`src/scb_pkg.sv`:
```
package scb_pkg;

  // Word layout of one serial write
  localparam int SCB_DATA_W    = 18;
  localparam int SCB_ADDR_W    = 4;
  localparam int SCB_WORD_W    = SCB_DATA_W + SCB_ADDR_W;

  // Register addresses
  localparam logic [3:0] SCB_ADDR_MAIN = 4'h0;
  localparam logic [3:0] SCB_ADDR_PDN  = 4'h2;
  localparam logic [3:0] SCB_ADDR_RF1  = 4'h3;
  localparam logic [3:0] SCB_ADDR_RF2  = 4'h4;
  localparam logic [3:0] SCB_ADDR_IF   = 4'h5;

  // Main and power-down register field positions, divider widths
  localparam int SCB_AUX_OUTPUT_SELECT_LSB = 12;
  localparam int SCB_LOWPWR_BIT = 5;
  localparam int SCB_AUTOPU_BIT = 3;
  localparam int SCB_IFEN_BIT   = 1;
  localparam int SCB_RFEN_BIT   = 0;
  localparam int SCB_RF2_W      = 17;
  localparam int SCB_IF_W       = 16;

  // Aux select codes
  localparam logic [1:0] SCB_AUX_LOW  = 2'h1;
  localparam logic [1:0] SCB_AUX_LOCK = 2'h3;

  // Values after reset
  localparam logic [1:0]  SCB_AUX_OUTPUT_SELECT_RST = 2'h1;
  localparam logic [17:0] SCB_DIV_RST    = 18'h0_0000;

  // Serial port states
  typedef enum logic [1:0] {
    SCB_IDLE  = 2'b00,
    SCB_SHIFT = 2'b01,
    SCB_DONE  = 2'b10
  } scb_state_t;

  // One received word
  typedef struct packed {
    logic [3:0]  addr;
    logic [17:0] data;
  } scb_word_t;

  // Power and aux outputs
  typedef struct packed {
    logic if_on;
    logic rf_on;
    logic ref_amp_on;
    logic if_output_low_power;
    logic aux_output_pin;
  } scb_ctrl_t;

endpackage

```
`src/scb_serial_rx.sv`:
```
`timescale 1ns/1ps
module scb_serial_rx
  import scb_pkg::*;
(
  // Clock and reset
  input  wire logic      clk_sys_i,
  input  wire logic      rst_b_i,
  // Synchronised serial levels
  input  wire logic      sclk_i,
  input  wire logic      sdata_i,
  input  wire logic      sen_n_i,
  // Received word
  output scb_pkg::scb_word_t word_o,
  output logic           word_vld_o
);
  typedef struct packed {
    scb_state_t             state;
    logic [SCB_WORD_W-1:0]  shreg;
    logic [4:0]             cnt;
    logic                   sclk_prev;
    logic                   vld;
    scb_word_t              word;
  } scb_rx_st_t;

  scb_rx_st_t st_q;
  scb_rx_st_t st_d;

  // Shift on rising serial clock while enabled; latch on enable rise
  always_comb begin
    st_d           = st_q;
    st_d.sclk_prev = sclk_i;
    st_d.vld       = 1'b0;
    case (st_q.state)
      SCB_IDLE: begin
        st_d.cnt = '0;
        if (!sen_n_i) begin
          st_d.state = SCB_SHIFT;
        end
      end
      SCB_SHIFT: begin
        if (sclk_i && !st_q.sclk_prev) begin
          st_d.shreg = {st_q.shreg[SCB_WORD_W-2:0], sdata_i};
          if (st_q.cnt != 5'(SCB_WORD_W + 1)) begin
            st_d.cnt = st_q.cnt + 5'h1;
          end
        end
        if (sen_n_i) begin
          st_d.state = SCB_DONE;
        end
      end
      SCB_DONE: begin
        // Only exactly one full word counts
        if (st_q.cnt == 5'(SCB_WORD_W)) begin
          st_d.word = st_q.shreg;
          st_d.vld  = 1'b1;
        end
        st_d.state = SCB_IDLE;
      end
      default: begin
        st_d.state = SCB_IDLE;
      end
    endcase
  end

  always_ff @(posedge clk_sys_i or negedge rst_b_i) begin
    if (!rst_b_i) begin
      st_q <= '0;
    end else begin
      st_q <= st_d;
    end
  end

  assign word_o     = st_q.word;
  assign word_vld_o = st_q.vld;
endmodule

```
`src/scb_sync.sv`:
```
`timescale 1ns/1ps
module scb_sync #(
  parameter int WIDTH = 4
) (
  // Clock and reset
  input  wire logic             clk_sys_i,
  input  wire logic             rst_b_i,
  // Raw and filtered levels
  input  wire logic [WIDTH-1:0] async_i,
  output logic      [WIDTH-1:0] level_o
);
  typedef struct packed {
    logic [WIDTH-1:0] s1;
    logic [WIDTH-1:0] s2;
    logic [WIDTH-1:0] s3;
    logic [WIDTH-1:0] lvl;
  } scb_sync_st_t;

  scb_sync_st_t st_q;
  scb_sync_st_t st_d;

  // Elaboration check: at least one lane
  if (WIDTH < 1) begin : g_width_check
    $error("scb_sync: WIDTH must be positive");
  end

  // Three stages; level moves once stages two and three agree
  always_comb begin
    st_d    = st_q;
    st_d.s1 = async_i;
    st_d.s2 = st_q.s1;
    st_d.s3 = st_q.s2;
    for (int i = 0; i < WIDTH; i++) begin
      if (st_q.s2[i] == st_q.s3[i]) begin
        st_d.lvl[i] = st_q.s3[i];
      end
    end
  end

  always_ff @(posedge clk_sys_i or negedge rst_b_i) begin
    if (!rst_b_i) begin
      st_q <= '0;
    end else begin
      st_q <= st_d;
    end
  end

  assign level_o = st_q.lvl;
endmodule

```
`src/scb_synth_control_register_bank.sv`:
```
`timescale 1ns/1ps
module scb_synth_control_register_bank
  import scb_pkg::*;
(
  // Clock and reset
  input  wire logic                    clk_sys_i,
  input  wire logic                    rst_b_i,
  // Serial port pins
  input  wire logic                    sclk_i,
  input  wire logic                    sdata_i,
  input  wire logic                    sen_n_i,
  // Device pins and status
  input  wire logic                    power_down_pin_n_i,
  input  wire logic                    lock_detect_n_i,
  // Control outputs
  output scb_pkg::scb_ctrl_t           ctrl_o,
  output logic [SCB_DATA_W-1:0]        rf1_divide_ratio_o,
  output logic [SCB_RF2_W-1:0]         rf2_divide_ratio_o,
  output logic [SCB_IF_W-1:0]          if_divide_ratio_o
);
  import scb_pkg::*;

  typedef struct packed {
    logic [1:0]            aux_output_select;
    logic                  if_output_low_power;
    logic                  auto_power_up_all;
    logic                  if_synth_enable;
    logic                  rf_synth_enable;
    logic [SCB_DATA_W-1:0] rf1_divide_ratio;
    logic [SCB_RF2_W-1:0]  rf2_divide_ratio;
    logic [SCB_IF_W-1:0]   if_divide_ratio;
    scb_ctrl_t             ctrl;
  } scb_bank_st_t;

  scb_bank_st_t st_q;
  scb_bank_st_t st_d;
  logic [3:0]   pins_sync;
  scb_word_t    word;
  logic         word_vld;

  // Pin synchronisers; enable enters inverted so a cleared stage reads deselected
  scb_sync #(.WIDTH(4)) u_sync (
    .clk_sys_i (clk_sys_i),
    .rst_b_i   (rst_b_i),
    .async_i   ({sclk_i, sdata_i, ~sen_n_i, power_down_pin_n_i}),
    .level_o   (pins_sync)
  );

  // Serial word receiver, independent of power state
  scb_serial_rx u_rx (
    .clk_sys_i  (clk_sys_i),
    .rst_b_i    (rst_b_i),
    .sclk_i     (pins_sync[3]),
    .sdata_i    (pins_sync[2]),
    .sen_n_i    (~pins_sync[1]),
    .word_o     (word),
    .word_vld_o (word_vld)
  );

  logic [2:0] lock_sync_q;
  logic       lock_lvl_q;

  // Lock detect synchroniser, same three-stage scheme
  always_ff @(posedge clk_sys_i or negedge rst_b_i) begin
    if (!rst_b_i) begin
      lock_sync_q <= 3'h7;
      lock_lvl_q  <= 1'b1;
    end else begin
      lock_sync_q <= {lock_sync_q[1:0], lock_detect_n_i};
      if (lock_sync_q[1] == lock_sync_q[2]) begin
        lock_lvl_q <= lock_sync_q[2];
      end
    end
  end

  // Register writes and derived power control
  always_comb begin
    logic if_req;
    logic rf_req;
    if_req = 1'b0;
    rf_req = 1'b0;
    st_d   = st_q;
    if (word_vld) begin
      case (word.addr)
        SCB_ADDR_MAIN: begin
          st_d.aux_output_select   = word.data[SCB_AUX_OUTPUT_SELECT_LSB +: 2];
          st_d.if_output_low_power = word.data[SCB_LOWPWR_BIT];
          st_d.auto_power_up_all   = word.data[SCB_AUTOPU_BIT];
        end
        SCB_ADDR_PDN: begin
          st_d.if_synth_enable = word.data[SCB_IFEN_BIT];
          st_d.rf_synth_enable = word.data[SCB_RFEN_BIT];
        end
        SCB_ADDR_RF1: begin
          st_d.rf1_divide_ratio = word.data;
        end
        SCB_ADDR_RF2: begin
          st_d.rf2_divide_ratio = word.data[SCB_RF2_W-1:0];
        end
        SCB_ADDR_IF: begin
          st_d.if_divide_ratio = word.data[SCB_IF_W-1:0];
        end
        default: begin
          st_d = st_q; // Reserved addresses ignored
        end
      endcase
    end
    // Enables from current register values
    if_req = st_q.auto_power_up_all | st_q.if_synth_enable;
    rf_req = st_q.auto_power_up_all | st_q.rf_synth_enable;
    st_d.ctrl.if_on      = pins_sync[0] & if_req;
    st_d.ctrl.rf_on      = pins_sync[0] & rf_req;
    st_d.ctrl.ref_amp_on = pins_sync[0] & (if_req | rf_req);
    st_d.ctrl.if_output_low_power = st_q.if_output_low_power;
    // Aux pin: lock detect for code 11, else low
    st_d.ctrl.aux_output_pin =
      (st_q.aux_output_select == SCB_AUX_LOCK) ? lock_lvl_q : 1'b0;
  end

  always_ff @(posedge clk_sys_i or negedge rst_b_i) begin
    if (!rst_b_i) begin
      st_q                   <= '0;
      st_q.aux_output_select <= SCB_AUX_OUTPUT_SELECT_RST;
      st_q.rf1_divide_ratio  <= SCB_DIV_RST;
    end else begin
      st_q <= st_d;
    end
  end

  // Outputs straight from flip-flops
  assign ctrl_o             = st_q.ctrl;
  assign rf1_divide_ratio_o = st_q.rf1_divide_ratio;
  assign rf2_divide_ratio_o = st_q.rf2_divide_ratio;
  assign if_divide_ratio_o  = st_q.if_divide_ratio;
endmodule

```
`config.mk`:
```
export PLATFORM = sky130hd
export DESIGN_NAME = scb_synth_control_register_bank
export DESIGN_NICKNAME = d
export VERILOG_FILES = /design/src/scb_pkg.sv /design/src/scb_serial_rx.sv /design/src/scb_sync.sv /design/src/scb_synth_control_register_bank.sv
export SDC_FILE = /design/constraint.sdc
export NUM_CORES = 1
export LEC_CHECK = 0
export BUFFER_PORTS_ARGS = -buffer_cell sky130_fd_sc_hd__buf_4
export CAP_MARGIN = 10
export CORE_MARGIN = 2
export CORE_UTILIZATION = 35
export CTS_BUF_LIST = sky130_fd_sc_hd__clkbuf_4 sky130_fd_sc_hd__clkbuf_8
export DETAILED_ROUTE_END_ITERATION = 10
export PLACE_DENSITY = 0.55
export SYNTH_ARGS = -nofsm -noshare
export SYNTH_HDL_FRONTEND = slang
export SYNTH_SLANG_ARGS = --single-unit
```
`constraint.sdc`:
```
create_clock -name clk_sys_i -period 1.6 [get_ports clk_sys_i]
set_input_delay 0.32 -clock clk_sys_i [delete_from_list [all_inputs] [get_ports clk_sys_i]]
set_output_delay 0.32 -clock clk_sys_i [all_outputs]
set_load 0.01 [all_outputs]
```
* Yosys cells after proc, flatten, opt, wreduce, memory -nomap -nowiden *
Index checks and enable logic that the tools add are counted.
W data, S select, Z words.

storage, ports and cells
  register bits = 135
  input bits = 7
  output and inout bits = 56
  logic and storage cells = 78

cells by class
  $add $sub $neg = 1
  equality and inequality tests = 18
  muxes and demuxes = 9
  bitwise operators = 7
  reductions and logical operators = 14

operators by type and width
  kind                   number
  $mux W23               2
  $reduce_and A2 Y1      8
  $mux W5                2
  $pmux W5 S2            1
  $eq A4 B2 Y1 const B   2
  $eq A4 B3 Y1 const B   2
  $add A5 B1 Y5 const B  1
  $eq A1 B1 Y1           5
  $eq A5 B5 Y1 const B   1
  $ne A5 B5 Y1 const B   1
  $eq A2 B2 Y1 const B   2
  $logic_not A4 Y1       1
  $mux W2                2
  $ne A2 B1 Y1 const B   2
  $ne A2 B2 Y1 const B   2
  $pmux W2 S2            1
  $and A1 B1 Y1          3
  $or A1 B1 Y1           3
  $reduce_and A3 Y1      1
  $eq A2 B1 Y1 const B   1
  $logic_not A2 Y1       1
  $reduce_bool A2 Y1     1
  $logic_and A1 B1 Y1    1
  $logic_not A1 Y1       1
  other kinds (2)        2

* Depth between registers and ports, before layout *
  depth in word-level cells = 4
  depth in mapped cells = 6
  depth with buffers taken out = 5

* By module *
Synthesis repeated with hierarchy kept, for this count alone.

unflattened totals
  cell total of the unflattened synthesis = 382
  area, all modules = 5726.7 µm²

modules (own cells, without submodules)
  module                           times used  cells an instance  area an instance (µm²)  sequential area each (µm²)
  scb_synth_control_register_bank  1           197                2951.6                  1657.8
  scb_serial_rx                    1           161                2299.7                  1326.3
  scb_sync                         1           24                 475.5                   400.4

* Least setup slack after synthesis *
No wires, ideal clock.

  path kind = reg2reg
  start = register u_rx.st_q[24] (netlist name)
  end = register u_rx.st_q (netlist bit u_rx.word_o[0])
  library setup time = 125 ps
  arrival time = 1536 ps
  required time = 1475 ps
  setup slack = -61 ps
  cell stages (with the launch flop) = 7
  path buffers = 1
  period minus slack after synthesis = 1661 ps
  cells stage by stage = dfrtp_1 inv_1 ha_1 nand2_1 nor4b_4 buf_6 mux2_4

between the ends
  cells in the longest elaborated chain, start to end = 2

ends and longest elaborated chain
  item                                line                 RTL
  from (decl)                         scb_serial_rx.sv:25  scb_rx_st_t st_q;
  from (signal assigned)              scb_serial_rx.sv:69  st_q <= st_d;
  $eq A5 B5 Y1                        scb_serial_rx.sv:53  if (st_q.cnt == 5'(SCB_WORD_W)) begin
  $reduce_and A2 Y1 (no source line)  --

No other way between the ends.
A chain may end at the register's enable or synchronous reset.

* Worst setup path after layout *
  start = register u_rx.st_q[24] (netlist name)
  end = register u_rx.st_q (netlist bit u_rx.word_o[9])

Same word-level chain as after synthesis.

==> qor.txt <==
peak supply drop: 0.537 mV
Net Sw Power: 1.48 mW
Cells after Synth: 355
antenna violations before repair: 0
Post-DP HPWL: 5.98 mm
endpoints failing setup: 13
WL per Instance: 15.5 um
Synth Area in XOR/XNOR: 0
CTS sink cnt: 135
worst-path fanout max: 6
width of the die: 129 um
failing checks: setup timing
Cell variety after synth: 39
core area: 15200 um^2
Routed WL: 9.32 mm
CTS tree: yes
Seq cells post-synth: 135
final hold violations: 0
outcome: complete, but fails checks
most frequent cell after synthesis: dfrtp_1
total track usage: 0.119
n_diodes: 0
multi-input logic area: 1670 um^2
H-tree depth: 4
slack of the critical path: -0.0256 ns
RSZ-0062 raised after global routing: yes
mux cell area share after synthesis: 0.216
Synth Flop Type: dfrtp_1
Post-synth EDFFs: 0
Hold Path Class: in2async
CTS root buf: clkbuf_8
CTS buffer count: 17
Residual DRC: 0
maximum clock path buffer count: 2
combinational power share: 0.047
clk_lat worst skew: 0.43 ns
Worst-path clk slew: 0.07 ns
syn_area_per_cell: 15.3 um^2
post-synthesis sequential area ratio: 0.622
die area: 16600 um^2
CP endpoint kind: flip-flop
Synth Area in Compound Gates: 0.0136
r2r startpoint: u_rx.st_q[24]
final instance area: 6550 um^2
post-DR vias/cell: 4.62
fin. max-slew vios: 0
Die Ht: 129 um
Placed Cells: 559
Adder-Cell Fraction of Synth Area: 0.0138
Vias: 2788
FP Rows: 45
post-layout min period: 1.63 ns
First-pass DRT Iterations: 4
ratio of cells with drive above 1 in the final layout: 0.564
async set-or-reset flop fraction in the synthesized netlist: 1.00
Starting Density: 0.358
Max Clock Skew: 0.00808 ns
Power per Cell Area: 1040 nW/um^2
clock share of power: 0.421
Nets: 411
Yosys top cell area share: 0.598
layout filler cell count: 1380
DR iter-0 viols: 146
relative slew slack: 0.759
DP Area: 5870 um^2
Setup CP Type: reg2reg
WP data required: 1.91 ns
Max Freq: 615 MHz
first-pass GRT wire length: 15.0 mm
Static Leak: 3.28 nW
largest family of logic cells by synthesized area: multiplexers
Worst Setup SP: u_rx.st_q[24]
Critical Path AT: 1.94 ns
IO Pins: 63
Area contributors post-synth: dfrtp_1 60%, mux2_2 19%, buf_4 7.7%
Non-Filler Instances: 603
Final ANT Viol Nets: 0
Switching Fraction: 0.217
Int Pwr: 5.35 mW
Worst setup SP type: flip-flop
syn nets: 364
Max-Cap Viols: 0
remaining global-route overflow: 0
Flop pwr share: 0.533
area leader, netlist: dfrtp_1
netlist area before placement: 5440 um^2
Area Growth Syn to Fin: 20.4%
pin count of the biggest net entering global routing: 43
Port Buf Inserts: 62
Ys Warns: 0
area occupied by registers: 3380 um^2
transition time of the tightest slew-check pin: 0.361 ns
number of global-route vias before repair: 2834
Post-synth top cells: 130 x dfrtp_1, 91 x mux2_2, 56 x buf_4, 10 x mux2_4, 8 x nand2_1
Synth Area in Simple Gates: 0.0423
period utilisation layout: 1.02
GP Congestion: 0.756
-- final timing paths --
| path | slack, ns | cells after the start | endpoint |
|---|---|---|---|
| worst max-delay path | -0.03 | 7 | u_rx.word_o[9] |
| worst min-delay path | 0.33 | 2 | rf2_divide_ratio_o[3] |
| worst max register to register | -0.03 | 7 | u_rx.word_o[9] |
| worst min register to register | 0.35 | 0 | u_sync.st_d[6] |
| max in group asynchronous | 0.62 | 3 | if_divide_ratio_o[11] |
| min in group clk_sys_i | 0.35 | 0 | u_sync.st_d[6] |
-- layout make-up --
type | instances | area share
Sequential cell | 135 | 0.517
Multi-Input combinational cell | 152 | 0.255
Timing Repair Buffer | 93 | 0.127
Clock buffer | 24 | 0.0495
Tap cell | 188 | 0.0359
Clock inverter | 8 | 0.0141
Inverter | 3 | 0.00172
-- per-layer routing --
| layer | vias up | routed length [um] | global-route usage | share of wire |
|---|---|---|---|---|
| li1 | 1269 | - | - | - |
| met1 | 1449 | 4440 | 0.152 | 0.48 |
| met2 | 59 | 4360 | 0.185 | 0.47 |
| met3 | 11 | 401 | 0.0437 | 0.043 |
| met4 | 0 | 117 | 0.0460 | 0.013 |
| met5 | - | 0 | 0 | 0 |
-- cell families after synthesis --
logic type / after synthesis
flops: 135
fa+ha+maj: 7
compound gates: 10
buf+inv: 68
mux: 101
simple gates: 34
-- power groups by stage --
| stage | sequential, mW | combinational (mW) | clock (mW) |
|---|---|---|---|
| final | 3.64 | 0.319 | 2.87 |
| after global routing | 3.66 | 0.362 | 3.14 |
| after CTS | 3.64 | 0.327 | 2.97 |
| after detailed placement | 3.70 | 0.314 | 0 |
| after global placement | 3.69 | 0.303 | 0 |
| after floorplan | 3.67 | 0.162 | 0 |
-- timing repair --
action / in CTS / in global routing
endpoints found under the hold margin: 29 / 0
pin swaps: 1 / 2
hold buffers: 6 / 0
gates cloned: 0 / 3
endpoints found under the setup margin: 13 / 51
gates resized for setup: 2 / 29
setup buffers: 0 / 3
-- worst max-delay path: stages (launching register included) --
cell and delay, ns:
dfrtp_1 0.38, inv_1 0.06, ha_2 0.16, nand2_2 0.05, nor4b_4 0.22, buf_6 0.17
clkbuf_16 0.16, mux2_4 0.30
-- metrics by stage --
stage               worst slack [ns]  hold slack, ns  TNS (ns)  utilization  power, mW
floorplan                    -0.0601          0.0244     -1.07            -       3.84
global placement              0.0112           0.203         0        0.386       4.00
detailed placement           -0.0159           0.203    -0.100        0.386       4.02
CTS                          -0.0359           0.294    -0.299        0.418       6.93
global route                  -0.119           0.298     -2.74        0.431       7.16
finish                       -0.0256           0.326    -0.190        0.431       6.83
-- sequential cells by signal, indices dropped and copies added, names as in the netlist, 3 cells and up --
signal and cells:
st_q 5, u_rx.word_o 22, u_sync.st_d 8, ctrl_o 5
rf2_divide_ratio_o 17, u_sync.st_q 4, u_sync.level_o 4, lock_sync_q 3
rf1_divide_ratio_o 18, if_divide_ratio_o 16, u_rx.st_q 30
-- layout by cell type, fill, tap and decap left out, drive strengths merged, types with 2 or more instances in the layout --
master       synthesis  layout
o221ai               2       2
nand3                3       3
dfrtp              130     130
nor4b                2       2
nand4b               2       2
nand2                8       8
maj3                 5       5
nand2b               3       3
inv                  3       3
ha                   2       2
nor2                 3       3
nor3b                2       2
buf                 65      85
clkinv               0       5
mux2               101     101
nor2b                2       2
dlygate4sd3          0       6
dfstp                5       5
bufinv               0       2
clkbuf               0      26
o21a                 2       2
(Power assumes the default switching activity.)
